--- config.mk ---
export PLATFORM = sky130hd
export DESIGN_NAME = cbted_core
export DESIGN_NICKNAME = d
export VERILOG_FILES = /design/src/core/cbted_pkg.sv /design/src/core/cbted_core.sv
export VERILOG_INCLUDE_DIRS = /design/src /design/src/core
export SDC_FILE = /design/constraint.sdc
export NUM_CORES = 1
export LEC_CHECK = 0
export ABC_AREA = 1
export BUFFER_PORTS_ARGS = -buffer_cell sky130_fd_sc_hd__buf_2
export CAP_MARGIN = 10
export CORE_MARGIN = 3
export CORE_UTILIZATION = 50
export DETAILED_ROUTE_END_ITERATION = 16
export GPL_ROUTABILITY_DRIVEN = 0
export PLACE_DENSITY = 0.69
export SLEW_MARGIN = 30
export SYNTH_ARGS = -nofsm -noshare
export SYNTH_HDL_FRONTEND = slang
export SYNTH_SLANG_ARGS = --single-unit
--- constraint.sdc ---
create_clock -name ref_clk -period 6.4 [get_ports ref_clk]
set_clock_uncertainty 0.1 [all_clocks]
set_input_delay 0.64 -clock ref_clk [delete_from_list [all_inputs] [get_ports ref_clk]]
set_output_delay 0.64 -clock ref_clk [all_outputs]
set_load 0.02 [all_outputs]
--- src/core/cbted_regs.svh ---
`ifndef CBTED_REGS_SVH
`define CBTED_REGS_SVH
// Register offsets
`define CBTED_CFG3_ADDR 8'h28
`define CBTED_CFG2_ADDR 8'h29
`define CBTED_CFG1_ADDR 8'h2A
`define CBTED_CFG_RESET 8'h00
`define CBTED_CFG3_MASK 8'hC7
// Field positions
`define CBTED_PRESCALE_LSB 0
`define CBTED_SJW_LSB 6
`define CBTED_PROP_LSB 0
`define CBTED_PH1_LSB 3
`define CBTED_TRIPLE_BIT 6
`define CBTED_PH2SRC_BIT 7
`define CBTED_PH2_LSB 0
`define CBTED_WAKEFILT_BIT 6
`define CBTED_SOFSEL_BIT 7
// Timing and limits
`define CBTED_IPT_TQ 5'h02
`define CBTED_STUFF_RUN 3'h5
`define CBTED_PASSIVE_LIMIT 9'h080
`define CBTED_BUSOFF_LIMIT 9'h0FF
`define CBTED_WAKE_FILT_CYC 3'h4
`define CBTED_CRC_POLY 15'h4599
`endif

--- src/core/cbted_pkg.sv ---
package cbted_pkg;
  // Frame field reported by the protocol engine
  typedef enum logic [3:0] {
    FLD_IDLE = 4'h0, FLD_SOF = 4'h1, FLD_ARB = 4'h2, FLD_CTRL = 4'h3,
    FLD_DATA = 4'h4, FLD_CRC = 4'h5, FLD_CRC_DELIM = 4'h6, FLD_ACK_SLOT = 4'h7,
    FLD_ACK_DELIM = 4'h8, FLD_EOF = 4'h9, FLD_IFS = 4'hA, FLD_ERR_FRAME = 4'hB
  } cbted_field_t;
  typedef enum logic [2:0] {
    NODE_ACTIVE = 3'b001, NODE_PASSIVE = 3'b010, NODE_BUS_OFF = 3'b100
  } cbted_node_t;
  typedef enum logic [2:0] {
    SEG_SYNC = 3'b001, SEG_TSEG1 = 3'b010, SEG_PS2 = 3'b100
  } cbted_seg_t;
  typedef struct packed {
    logic crc;
    logic ack;
    logic form;
    logic bit_err;
    logic stuff;
  } cbted_err_t;
  typedef struct packed {
    cbted_field_t field;
    logic tx_active;
    logic tx_level;
    logic bus_idle;
  } cbted_frame_t;
endpackage : cbted_pkg

--- src/core/cbted_core.sv ---
// Notes on behaviour
// - Config registers writable only in config mode
// - Quantum is two times prescale-plus-one clocks
// - Jump width code 00..11 means 1..4
// - Register two holds propagation and phase-one
// - Triple sampling takes majority of three
// - Phase-two from field or max(phase-one, two)
// - Phase-two field plus one, one to eight; field value not clamped, field 000 gives one
// - Clock pin shows start-of-frame or divided clock
// - Wake glitch filter enable bit
// - Receiver CRC mismatch flags error
// - Transmitter missing acknowledge flags error
// - Dominant in fixed-form fields flags error
// - Readback differing from driven flags bit error
// - Arbitration and acknowledge dominant readback exempt
// - Six equal bits flag stuff error
// - Any error sends error frame, retransmits only while transmitting
// - Error-active sends dominant error frames
// - Error-passive sends recessive error frames
// - Bus-off neither receives nor transmits
// - Sync segment is one quantum
// - Resync adjusts by at most jump width
// - Hard sync only on idle falling edge
// - Passive at 128, bus-off above 255
`include "cbted_regs.svh"
module cbted_core
  import cbted_pkg::*;
(
  input wire logic ref_clk,
  input wire logic rst_b,
  input wire logic cfg_mode,
  input wire logic [7:0] reg_addr,
  input wire logic [7:0] reg_wdata,
  input wire logic reg_wr,
  input wire logic reg_rd,
  output logic [7:0] reg_rdata,
  input wire logic bus_rx_pin,
  output logic bus_tx_pin,
  input wire cbted_frame_t frame,
  input wire logic [8:0] tx_error_count,
  input wire logic [7:0] rx_error_count,
  input wire logic clock_out_en,
  output logic clock_out_pin,
  output logic sample_strobe,
  output logic rx_bit,
  output cbted_err_t err_flags,
  output logic err_frame_req,
  output logic retransmit_req,
  output cbted_node_t node_state,
  output logic wake_event
);
  // ****************************************
  // Configuration registers
  // ****************************************
  logic [7:0] cfg1_reg, cfg2_reg, cfg3_reg;

  // Writes land only in configuration mode
  always_ff @(posedge ref_clk or negedge rst_b) begin
    if (!rst_b) begin
      cfg1_reg <= `CBTED_CFG_RESET;
      cfg2_reg <= `CBTED_CFG_RESET;
      cfg3_reg <= `CBTED_CFG_RESET;
    end else if (reg_wr && cfg_mode) begin
      case (reg_addr)
        `CBTED_CFG1_ADDR: cfg1_reg <= reg_wdata;
        `CBTED_CFG2_ADDR: cfg2_reg <= reg_wdata;
        `CBTED_CFG3_ADDR: cfg3_reg <= reg_wdata & `CBTED_CFG3_MASK;
        default: ;
      endcase
    end
  end

  // Registered read data, unmapped reads zero
  always_ff @(posedge ref_clk or negedge rst_b) begin
    if (!rst_b) begin
      reg_rdata <= 8'h00;
    end else if (reg_rd) begin
      case (reg_addr)
        `CBTED_CFG1_ADDR: reg_rdata <= cfg1_reg;
        `CBTED_CFG2_ADDR: reg_rdata <= cfg2_reg;
        `CBTED_CFG3_ADDR: reg_rdata <= cfg3_reg;
        default: reg_rdata <= 8'h00;
      endcase
    end
  end

  // ****************************************
  // Decoded timing fields
  // ****************************************
  logic [6:0] half_len;
  logic [4:0] sjw_len, prop_len, ph1_len, ph2_field_len, ps2_base, tseg1_len, ps2_len;
  logic [4:0] ext_reg, shrink_reg;
  logic triple_sel, ph2_src, wake_filt_en, sof_sel;

  assign half_len = {1'b0, cfg1_reg[`CBTED_PRESCALE_LSB +: 6]} + 7'h01;
  assign sjw_len = {3'h0, cfg1_reg[`CBTED_SJW_LSB +: 2]} + 5'h01;
  assign prop_len = {2'h0, cfg2_reg[`CBTED_PROP_LSB +: 3]} + 5'h01;
  assign ph1_len = {2'h0, cfg2_reg[`CBTED_PH1_LSB +: 3]} + 5'h01;
  assign ph2_field_len = {2'h0, cfg3_reg[`CBTED_PH2_LSB +: 3]} + 5'h01;
  assign triple_sel = cfg2_reg[`CBTED_TRIPLE_BIT];
  assign ph2_src = cfg2_reg[`CBTED_PH2SRC_BIT];
  assign wake_filt_en = cfg3_reg[`CBTED_WAKEFILT_BIT];
  assign sof_sel = cfg3_reg[`CBTED_SOFSEL_BIT];
  // Phase-two source select
  assign ps2_base = ph2_src ? ph2_field_len :
                    ((ph1_len > `CBTED_IPT_TQ) ? ph1_len : `CBTED_IPT_TQ);
  assign tseg1_len = prop_len + ph1_len + ext_reg;
  // Software keeps phase-two above jump width, so no underflow
  assign ps2_len = ps2_base - shrink_reg;

  // ****************************************
  // Receive pin synchroniser and wake filter
  // ****************************************
  logic rx_s1, rx_s2, rx_s3, rx_level, rx_level_d;
  logic [2:0] wake_cnt;

  // Level changes once second and third stages agree
  always_ff @(posedge ref_clk or negedge rst_b) begin
    if (!rst_b) begin
      rx_s1 <= 1'b1;
      rx_s2 <= 1'b1;
      rx_s3 <= 1'b1;
      rx_level <= 1'b1;
      rx_level_d <= 1'b1;
    end else begin
      rx_s1 <= bus_rx_pin;
      rx_s2 <= rx_s1;
      rx_s3 <= rx_s2;
      rx_level_d <= rx_level;
      if (rx_s2 == rx_s3) begin
        rx_level <= rx_s3;
      end
    end
  end

  // Wake pulse, filtered needs a dominant run
  always_ff @(posedge ref_clk or negedge rst_b) begin
    if (!rst_b) begin
      wake_cnt <= 3'h0;
      wake_event <= 1'b0;
    end else begin
      wake_cnt <= rx_level ? 3'h0 :
                  ((wake_cnt == `CBTED_WAKE_FILT_CYC) ? wake_cnt : wake_cnt + 3'h1);
      if (wake_filt_en) begin
        wake_event <= !rx_level && (wake_cnt == `CBTED_WAKE_FILT_CYC - 3'h1);
      end else begin
        wake_event <= rx_level_d && !rx_level;
      end
    end
  end

  // ****************************************
  // Quantum prescaler and bit segments
  // ****************************************
  logic [6:0] pre_cnt;
  logic half_tick, tq_tick, rx_fall, hard_sync, edge_pend, synced_reg, last_bit;
  logic [1:0] hist_reg;
  logic [4:0] seg_cnt;
  cbted_seg_t seg_reg;
  logic smp_fire, smp_val;

  assign rx_fall = rx_level_d && !rx_level;
  assign tq_tick = (pre_cnt == {half_len[5:0], 1'b0} - 7'h01);
  assign half_tick = tq_tick || (pre_cnt == half_len - 7'h01);
  assign hard_sync = frame.bus_idle && rx_fall && last_bit;
  assign smp_fire = tq_tick && (seg_reg == SEG_TSEG1) && (seg_cnt == tseg1_len - 5'h01);
  // Majority of two half-quantum samples and the sample point
  assign smp_val = triple_sel ?
    ((hist_reg[1] & hist_reg[0]) | (hist_reg[1] & rx_level) | (hist_reg[0] & rx_level)) :
    rx_level;

  // Prescaler restarts on hard sync
  always_ff @(posedge ref_clk or negedge rst_b) begin
    if (!rst_b) begin
      pre_cnt <= 7'h00;
    end else if (hard_sync || tq_tick) begin
      pre_cnt <= 7'h00;
    end else begin
      pre_cnt <= pre_cnt + 7'h01;
    end
  end

  // Half-quantum history for triple sampling
  always_ff @(posedge ref_clk or negedge rst_b) begin
    if (!rst_b) begin
      hist_reg <= 2'b11;
    end else if (half_tick) begin
      hist_reg <= {hist_reg[0], rx_level};
    end
  end

  // Pending edge, a new edge wins over the clear
  always_ff @(posedge ref_clk or negedge rst_b) begin
    if (!rst_b) begin
      edge_pend <= 1'b0;
    end else if (rx_fall) begin
      edge_pend <= 1'b1;
    end else if (tq_tick || hard_sync) begin
      edge_pend <= 1'b0;
    end
  end

  // Segment sequencer with resynchronisation
  always_ff @(posedge ref_clk or negedge rst_b) begin
    if (!rst_b) begin
      seg_reg <= SEG_SYNC;
      seg_cnt <= 5'h00;
      ext_reg <= 5'h00;
      shrink_reg <= 5'h00;
      synced_reg <= 1'b0;
    end else if (hard_sync) begin
      seg_reg <= SEG_SYNC;
      seg_cnt <= 5'h00;
      ext_reg <= 5'h00;
      shrink_reg <= 5'h00;
      synced_reg <= 1'b1;
    end else if (tq_tick) begin
      case (seg_reg)
        SEG_SYNC: begin
          seg_reg <= SEG_TSEG1;
          seg_cnt <= 5'h00;
          if (edge_pend && last_bit) begin
            synced_reg <= 1'b1;
          end
        end
        SEG_TSEG1: begin
          if (edge_pend && last_bit && !synced_reg && !frame.tx_active) begin
            synced_reg <= 1'b1;
            ext_reg <= (seg_cnt + 5'h01 > sjw_len) ? sjw_len : seg_cnt + 5'h01;
          end
          if (seg_cnt >= tseg1_len - 5'h01) begin
            seg_reg <= SEG_PS2;
            seg_cnt <= 5'h00;
          end else begin
            seg_cnt <= seg_cnt + 5'h01;
          end
        end
        SEG_PS2: begin
          if (edge_pend && last_bit && !synced_reg && (ps2_len - seg_cnt <= sjw_len)) begin
            seg_reg <= SEG_TSEG1;
            seg_cnt <= 5'h00;
            ext_reg <= 5'h00;
            shrink_reg <= 5'h00;
            synced_reg <= 1'b1;
          end else if (seg_cnt >= ps2_len - 5'h01) begin
            seg_reg <= SEG_SYNC;
            seg_cnt <= 5'h00;
            ext_reg <= 5'h00;
            shrink_reg <= 5'h00;
            synced_reg <= 1'b0;
          end else begin
            if (edge_pend && last_bit && !synced_reg) begin
              shrink_reg <= sjw_len;
              synced_reg <= 1'b1;
            end
            seg_cnt <= seg_cnt + 5'h01;
          end
        end
        default: begin
          seg_reg <= SEG_SYNC;
          seg_cnt <= 5'h00;
        end
      endcase
    end
  end

  // Sampled bit, strobe withheld while bus-off
  always_ff @(posedge ref_clk or negedge rst_b) begin
    if (!rst_b) begin
      last_bit <= 1'b1;
      rx_bit <= 1'b1;
      sample_strobe <= 1'b0;
    end else begin
      sample_strobe <= smp_fire && (node_state != NODE_BUS_OFF);
      if (smp_fire) begin
        last_bit <= smp_val;
        rx_bit <= smp_val;
      end
    end
  end

  // ****************************************
  // Error detection
  // ****************************************
  logic [2:0] run_cnt;
  logic run_lvl;
  logic [14:0] crc_reg, crc_rx;
  logic stuffed, in_stuff_zone, is_stuff_bit;
  cbted_err_t err_now;
  cbted_field_t fld;

  assign fld = frame.field;
  assign stuffed = (fld == FLD_SOF) || (fld == FLD_ARB) || (fld == FLD_CTRL) ||
                   (fld == FLD_DATA) || (fld == FLD_CRC);
  assign in_stuff_zone = stuffed || (fld == FLD_CRC_DELIM);
  assign is_stuff_bit = stuffed && (run_cnt == `CBTED_STUFF_RUN) && (smp_val != run_lvl);

  // Error conditions at the sample point
  always_comb begin
    err_now = '0;
    if (smp_fire) begin
      err_now.stuff = in_stuff_zone && (fld != FLD_SOF) &&
                      (run_cnt == `CBTED_STUFF_RUN) && (smp_val == run_lvl);
      err_now.crc = (fld == FLD_CRC_DELIM) && !frame.tx_active && (crc_rx != crc_reg);
      err_now.ack = (fld == FLD_ACK_SLOT) && frame.tx_active && smp_val;
      err_now.form = !smp_val && ((fld == FLD_CRC_DELIM) || (fld == FLD_ACK_DELIM) ||
                     (fld == FLD_EOF) || (fld == FLD_IFS));
      err_now.bit_err = frame.tx_active && (smp_val != frame.tx_level) &&
                        (fld != FLD_ERR_FRAME) &&
                        !(frame.tx_level && ((fld == FLD_ARB) || (fld == FLD_ACK_SLOT)));
    end
  end

  // Run length, CRC and received CRC sequence
  always_ff @(posedge ref_clk or negedge rst_b) begin
    if (!rst_b) begin
      run_cnt <= 3'h0;
      run_lvl <= 1'b1;
      crc_reg <= 15'h0000;
      crc_rx <= 15'h0000;
    end else if (smp_fire) begin
      if (fld == FLD_SOF || is_stuff_bit || smp_val != run_lvl) begin
        run_cnt <= 3'h1;
      end else if (run_cnt != `CBTED_STUFF_RUN) begin
        run_cnt <= run_cnt + 3'h1;
      end
      run_lvl <= smp_val;
      if (fld == FLD_SOF) begin
        crc_reg <= smp_val ? `CBTED_CRC_POLY : 15'h0000;
      end else if (!is_stuff_bit && (fld == FLD_ARB || fld == FLD_CTRL || fld == FLD_DATA)) begin
        crc_reg <= {crc_reg[13:0], 1'b0} ^ ((smp_val ^ crc_reg[14]) ? `CBTED_CRC_POLY : 15'h0000);
      end
      if (!is_stuff_bit && fld == FLD_CRC) begin
        crc_rx <= {crc_rx[13:0], smp_val};
      end
    end
  end

  // Error pulses, error frame and retransmit requests
  always_ff @(posedge ref_clk or negedge rst_b) begin
    if (!rst_b) begin
      err_flags <= '0;
      err_frame_req <= 1'b0;
      retransmit_req <= 1'b0;
    end else begin
      err_flags <= err_now;
      err_frame_req <= |err_now;
      retransmit_req <= (|err_now) && frame.tx_active;
    end
  end

  // ****************************************
  // Node state, transmit pin and clock pin
  // ****************************************
  logic clk_div;

  // Confinement state from the error counters
  always_ff @(posedge ref_clk or negedge rst_b) begin
    if (!rst_b) begin
      node_state <= NODE_ACTIVE;
    end else if (tx_error_count > `CBTED_BUSOFF_LIMIT) begin
      node_state <= NODE_BUS_OFF;
    end else if (tx_error_count >= `CBTED_PASSIVE_LIMIT ||
                 {1'b0, rx_error_count} >= `CBTED_PASSIVE_LIMIT) begin
      node_state <= NODE_PASSIVE;
    end else begin
      node_state <= NODE_ACTIVE;
    end
  end

  // Transmit drive, recessive is high
  always_ff @(posedge ref_clk or negedge rst_b) begin
    if (!rst_b) begin
      bus_tx_pin <= 1'b1;
    end else if (node_state == NODE_BUS_OFF) begin
      bus_tx_pin <= 1'b1;
    end else if (fld == FLD_ERR_FRAME) begin
      bus_tx_pin <= (node_state == NODE_PASSIVE);
    end else if (frame.tx_active) begin
      bus_tx_pin <= frame.tx_level;
    end else begin
      bus_tx_pin <= 1'b1;
    end
  end

  // Clock pin source select
  always_ff @(posedge ref_clk or negedge rst_b) begin
    if (!rst_b) begin
      clk_div <= 1'b0;
      clock_out_pin <= 1'b0;
    end else begin
      clk_div <= !clk_div;
      if (!clock_out_en) begin
        clock_out_pin <= 1'b0;
      end else begin
        clock_out_pin <= sof_sel ? (fld == FLD_SOF) : clk_div;
      end
    end
  end

  // ****************************************
  // Checks
  // ****************************************
  chk_cfg_lock: assert property (@(posedge ref_clk) disable iff (!rst_b)
    (reg_wr && !cfg_mode) |=> ($stable(cfg1_reg) && $stable(cfg2_reg) && $stable(cfg3_reg)))
    else $error("config changed outside config mode");
  chk_ext_bound: assert property (@(posedge ref_clk) disable iff (!rst_b)
    ext_reg <= sjw_len) else $error("phase-one lengthened past jump width");
  chk_ps2_floor: assert property (@(posedge ref_clk) disable iff (!rst_b)
    !ph2_src |-> (ps2_base >= `CBTED_IPT_TQ && ps2_base >= ph1_len))
    else $error("phase-two below processing time");
  chk_stuff_flag: assert property (@(posedge ref_clk) disable iff (!rst_b)
    (smp_fire && fld == FLD_DATA && run_cnt == `CBTED_STUFF_RUN && smp_val == run_lvl)
    |=> (err_flags.stuff && err_frame_req)) else $error("stuff error missed");
  chk_ack_flag: assert property (@(posedge ref_clk) disable iff (!rst_b)
    (smp_fire && fld == FLD_ACK_SLOT && frame.tx_active && smp_val)
    |=> (err_flags.ack && retransmit_req)) else $error("acknowledge error missed");
  chk_arb_exempt: assert property (@(posedge ref_clk) disable iff (!rst_b)
    (smp_fire && fld == FLD_ARB && frame.tx_level && !smp_val) |=> !err_flags.bit_err)
    else $error("bit error raised during arbitration");
  chk_busoff_quiet: assert property (@(posedge ref_clk) disable iff (!rst_b)
    (node_state == NODE_BUS_OFF) |=> (bus_tx_pin && !sample_strobe))
    else $error("bus-off node still active");
  chk_passive_frame: assert property (@(posedge ref_clk) disable iff (!rst_b)
    (node_state == NODE_PASSIVE && fld == FLD_ERR_FRAME) |=> bus_tx_pin)
    else $error("passive node drove dominant error frame");
  chk_tq_spacing: assert property (@(posedge ref_clk) disable iff (!rst_b)
    (tq_tick && !cfg_mode) |=> (!tq_tick || hard_sync)[*1])
    else $error("quantum tick too close");
  cov_hard_sync: cover property (@(posedge ref_clk) disable iff (!rst_b) hard_sync);
  cov_triple: cover property (@(posedge ref_clk) disable iff (!rst_b) smp_fire && triple_sel);
  cov_crc_err: cover property (@(posedge ref_clk) disable iff (!rst_b) err_now.crc);
  cov_shrink: cover property (@(posedge ref_clk) disable iff (!rst_b) shrink_reg != 5'h00);

endmodule : cbted_core

# Word level (Yosys, flattened, before mapping)
# Index checks and enable logic that the tools add are counted.
dict set report totals {
  reg_bits 115
  latchBits 0
  ram_bits 0
  romBits 0
  inputBits 47
  output_inout_bits 23
  memories 0
}
dict set report classes {
  n_addsub 17
  multipliers 0
  div 0
  order_cmp 8
  eq_ne 40
  shift 0
  muxes 57
  bitwise 7
  reduce_logical 71
}
# operator count
set op_table {}
lappend op_table {{5-bit 2-to-1 mux} 18}
lappend op_table {{15-bit 2-to-1 mux} 4}
lappend op_table {{3-bit 2-to-1 mux} 10}
lappend op_table {{1-bit logical AND} 29}
lappend op_table {{8-bit by 6-bit == test with 1-bit output, second input constant} 3}
lappend op_table {{8-bit case mux with 3 select lines} 1}
lappend op_table {{5-bit case mux with 2 select lines} 2}
lappend op_table {{4-bit by 3-bit == test with 1-bit output, second input constant} 4}
lappend op_table {{4-bit == test, second input constant} 4}
lappend op_table {{1-bit logical OR} 16}
lappend op_table {{1-bit 2-to-1 mux} 16}
lappend op_table {{15-bit inequality test} 1}
lappend op_table {{15-bit bitwise XOR} 1}
lappend op_table {{7-bit == test} 2}
lappend op_table {{7-bit by 1-bit subtractor with 7-bit output, second input constant} 2}
lappend op_table {{3-bit by 1-bit adder with 4-bit output, second input constant} 3}
lappend op_table {{3-bit == test, second input constant} 4}
lappend op_table {{2-bit AND reduction} 6}
lappend op_table {{5-bit greater-or-equal comparator} 2}
lappend op_table {{2-bit nonzero test} 5}
lappend op_table {{5-bit by 1-bit subtractor with 5-bit output, second input constant} 2}
lappend op_table {{3-bit by 2-bit == test with 1-bit output, second input constant} 3}
lappend op_table {{9-bit by 8-bit greater-or-equal comparator with 1-bit output, second input constant} 1}
lappend op_table {{9-bit by 8-bit greater-than comparator with 1-bit output, second input constant} 1}
lappend op_table {{40 further kinds} 60}

# Logic depth before layout (Yosys ltp)
dict set report depth {
  depth_word 12
  ltp_mapped 26
  mapped_depth_nobuf 26
}

# Worst setup path before layout
# No wires, ideal clock.
dict set report synth_path {
  kind {reg2reg}
  start {register cfg2_reg[3]}
  end {register seg_cnt[0]}
  arrival_time_ns 3.756
  slack_ns 2.461
  path_stages_with_launch 25
  path_cell_list {dfrtp_1 ha_1 o21ai_0 nand2_1 nand2_1 nand2_1 ha_1 fa_1 nor2_1 inv_1 nand2_1 inv_1 ha_1 xnor2_1 ha_1 nand2_1 o21ai_0 nand2_1 nand2_1 a21oi_1 nand2_1 nand2_1 o21ai_0 nand4_1 o21ai_0}
}
dict set report synth_between {
  elab_chain_len 12
}
# item line_no
set synth_rtl {}
lappend synth_rtl {{from (decl)} cbted_core.sv:55} ;# logic [7:0] cfg1_reg, cfg2_reg, cfg3_reg;
lappend synth_rtl {{from (signal assigned)} cbted_core.sv:61} ;# cfg2_reg <= `CBTED_CFG_RESET;
lappend synth_rtl {{from (signal assigned)} cbted_core.sv:66} ;# `CBTED_CFG2_ADDR: cfg2_reg <= reg_wdata;
lappend synth_rtl {{3-bit by 1-bit adder with 4-bit output *} cbted_core.sv:98} ;# assign ph1_len = {2'h0, cfg2_reg[`CBTED_PH1_LSB +: 3]} + 5'h01;
lappend synth_rtl {{4-bit by 2-bit greater-than comparator with 1-bit output (no source line)} --}
lappend synth_rtl {{4-bit 2-to-1 mux (no source line)} --}
lappend synth_rtl {{4-bit 2-to-1 mux} cbted_core.sv:105} ;# assign ps2_base = ph2_src ? ph2_field_len :
lappend synth_rtl {{4-bit by 5-bit subtractor with 5-bit output} cbted_core.sv:109} ;# assign ps2_len = ps2_base - shrink_reg;
lappend synth_rtl {{5-bit by 1-bit subtractor with 5-bit output / 5-bit subtractor (equally long branches)} {cbted_core.sv:245, cbted_core.sv:239}}
lappend synth_rtl {{5-bit greater-or-equal comparator / 5-bit by 3-bit <= comparator with 1-bit output (equally long branches)} {cbted_core.sv:245, cbted_core.sv:239}}
lappend synth_rtl {{5-bit 2-to-1 mux / 1-bit logical AND (equally long branches)} {cbted_core.sv:245, cbted_core.sv:239}}
lappend synth_rtl {{5-bit 2-to-1 mux} cbted_core.sv:239} ;# if (edge_pend && last_bit && !synced_reg && (ps2_len - seg_cnt <= sjw_len)) begin
lappend synth_rtl {{5-bit case mux with 2 select lines *} cbted_core.sv:218} ;# case (seg_reg)
lappend synth_rtl {{5-bit 2-to-1 mux *} cbted_core.sv:217} ;# end else if (tq_tick) begin
lappend synth_rtl {{5-bit 2-to-1 mux *} cbted_core.sv:211} ;# end else if (hard_sync) begin
lappend synth_rtl {{to (signal assigned)} cbted_core.sv:235} ;# seg_cnt <= seg_cnt + 5'h01;
lappend synth_rtl {{to (signal assigned)} cbted_core.sv:256} ;# seg_cnt <= seg_cnt + 5'h01;
lappend synth_rtl {{to (decl)} cbted_core.sv:158} ;# logic [4:0] seg_cnt;
# Mark *: on every way between the ends. The rest lies on a longest branch, timed or not. The select of a mux whose other input is x is not followed.
# A chain may end at the register's enable or synchronous reset.

# Worst setup path in the final report
dict set report layout_path {
  start {register cfg2_reg[3]}
  end {register seg_cnt[2]}
}
# Same word-level chain as after synthesis.

==> flow_metrics.env <==
export IMPL_drv_cap=0
export IMPL_drive_gt1_share_pct=20.2
export IMPL_cp_max_fo=6
export IMPL_synthDistinctLibCells=45
export IMPL_grt_max_degree=75
export IMPL_worstHoldPathType="in -> async"
export IMPL_route_detailed_drc=0
export IMPL_finalPower_mw=2.63
export IMPL_post_cts_resized=0
export IMPL_core_area_mm2=0.0135
export IMPL_setup_ws_ns=1.67
export IMPL_track_usage_pct=20.0
export IMPL_numCtsBuffers=17
export IMPL_clock_fmax_mhz=211
export IMPL_ant_nets=0
export IMPL_finalHoldViolations=0
export IMPL_ioPinCount=70
export IMPL_crit_type="reg -> reg"
export IMPL_antenna_cells=0
export IMPL_die_w_um=125
export IMPL_power_density_mw_per_mm2=325
export IMPL_ir_worst_vdd_mv=0.191
export IMPL_areaGrowthSynthToFinish_pct=14.5
export IMPL_critPathRequiredTime_ns=6.62
export IMPL_avgSynthCellArea_um2=8.23
export IMPL_port_buffers=55
export IMPL_dominantRegCellSynth="dfrtp_1"
export IMPL_rsz0062_at_grt="no"
export IMPL_async_flop_share_pct=100
export IMPL_postPlaceCellArea_mm2=0.00747
export IMPL_h_tree_depth=4
export IMPL_syn_num_nets=952
export IMPL_clock_path_buffers=2
export IMPL_antenna_found_initial=0
export IMPL_worstSetupEndpointType="flop"
export IMPL_syn_area_mm2=0.00707
export IMPL_setup_viol=0
export IMPL_clk_latency_ns=0.42
export IMPL_relSlewSlack_pct=40.4
export IMPL_drt_total_wl_mm=15.0
export IMPL_startpoint_type="flop"
export IMPL_cts_setup_buffers=0
export IMPL_ys_ff_latch=113
export IMPL_yosysWarnings=0
export IMPL_synthCells=859
export IMPL_grt_first_pass_wirelength_mm=25.8
export IMPL_viasPerCell=5.09
export IMPL_arrival_ns=4.96
export IMPL_synth_edff_count=0
export IMPL_final_area_mm2=0.00809
export IMPL_leakagePower_nw=4.07
export IMPL_rows=42
export IMPL_nets=1014
export IMPL_cts_sinks=113
export IMPL_clkSlewWorstSetupHoldPaths_ns=0.05
export IMPL_status="complete, no violations"
export IMPL_tightestPinTransition_ns=0.893
export IMPL_dieHeight_um=125
export IMPL_dieArea_mm2=0.0156
export IMPL_yosysSeqAreaShare_pct=40.2
export IMPL_drt_iter0_markers=275
export IMPL_cts_hold_buffers=0
export IMPL_slew_violations=0
export IMPL_num_vias=5648
export IMPL_root_buffer="clkbuf_16"
export IMPL_wl_per_cell_um=13.5
export IMPL_preCtsSetupSlack_ns=1.71
export IMPL_start_util_pct=52.3
export IMPL_cts_tree="done"
export IMPL_hpwl_mm=11.0
export IMPL_tns_ns=0
export IMPL_overflow=0
export IMPL_drt_pass1_iterations=4
export IMPL_fin_crit_ns=4.73
export IMPL_grt_pass1_vias=5509
export IMPL_fin_crit_sh_pct=73.9
[cells by family (layout without fill, tap and decap cells)]
| group | after synthesis | after routing | share of synthesized area, % |
|---|---|---|---|
| AND/OR/NAND/NOR | 358 | 358 | 24.0 |
| AO/OA/AOI/OAI | 139 | 139 | 12.0 |
| flip-flops | 113 | 113 | 40.2 |
| buffers and inverters | 157 | 232 | 9.15 |
| adder cells (fa/ha/maj) | 47 | 47 | 8.92 |
| XOR/XNOR | 45 | 45 | 5.68 |
[path summary, 6_finish.rpt]
path / from / endpoint / slack, ns / depth (start not counted)
worst max-delay path: cfg2_reg[3] / seg_cnt[2] / 1.67 / 23
worst min-delay path: rst_b / seg_cnt[4] / 0.11 / 1
worst max register to register: cfg2_reg[3] / seg_cnt[2] / 1.67 / 23
worst min register to register: rx_s1 / rx_s2 / 0.25 / 0
max in group asynchronous: rst_b / wake_cnt[0] / 5.05 / 2
min in group ref_clk: bus_rx_pin / rx_s1 / 0.23 / 1
[worst max-delay path: stages (launching register included)]
cell	delay, ns
dfrtp_1	0.48
ha_1	0.26
xnor2_1	0.31
nand2_1	0.09
a31oi_1	0.23
inv_1	0.11
fa_1	0.43
nor2_1	0.16
inv_1	0.05
nand2_1	0.13
inv_1	0.07
ha_1	0.33
xnor2_1	0.16
ha_1	0.32
nand2_1	0.06
o21ai_0	0.13
nand2_1	0.07
nand2_1	0.05
a21oi_1	0.05
nand2_1	0.18
nand2_1	0.09
o21ai_0	0.48
nand4_1	0.17
o21ai_0	0.12
[power by group]
group	switching, mW	total, mW	internal [mW]	leakage, nW
clock	0.328	0.979	0.652	0.299
sequential	0.0919	0.914	0.823	1.46
combinational	0.453	0.734	0.281	2.30
[through the flow]
step                      utilization, %  instances  hold slack, ns
final                               59.9       1110           0.106
after global routing                59.9       1110           0.149
after CTS                           59.9       1110           0.124
after detailed placement            55.3       1078           0.248
after global placement              55.3       1078           0.247
after floorplan                        -        859           0.244
[cells in the final DEF (no fill, tap or decap), types with 17 or more instances in the layout]
| master | count |
|---|---|
| a21oi_1 | 22 |
| buf_2 | 54 |
| clkbuf_16 | 17 |
| dfrtp_1 | 102 |
| ha_1 | 40 |
| inv_1 | 133 |
| nand2_1 | 176 |
| nand2_2 | 31 |
| nand3_1 | 38 |
| nor2_1 | 54 |
| nor3_1 | 18 |
| o21ai_0 | 63 |
| o21ai_2 | 27 |
| xnor2_1 | 26 |
| xor2_1 | 18 |
[layout make-up]
class	count	area, um^2
timing repair buffer	57	297
clock inverter	9	129
sequential	113	2840
clock buffer	23	488
inverter	143	537
fill	1194	5420
multi-input combinational	589	3580
tap	176	220
[cell usage after synthesis, drive strengths merged, types with 5 or more instances]
library cell | instances | area [um^2]
buf | 9 | 91.3
xor2 | 19 | 174
ha | 40 | 500
inv | 143 | 537
nor2 | 59 | 249
nand2 | 211 | 900
dfstp | 11 | 289
clkbuf | 5 | 18.8
nand3 | 44 | 258
o21ai | 96 | 582
xnor2 | 26 | 228
nand4 | 17 | 134
fa | 6 | 120
dfrtp | 102 | 2550
nor3 | 19 | 106
a21oi | 22 | 110
[metal layers]
layer  global-route usage (%)  up-vias  routed length (um)
met2                     30.9      121                6790
met4                     6.44        0                 192
li1                         -     2889                   -
met5                        0        -                   0
met3                     4.59       18                 684
met1                     28.1     2620                7320
No activity file was read; power rests on OpenSTA's default activity.
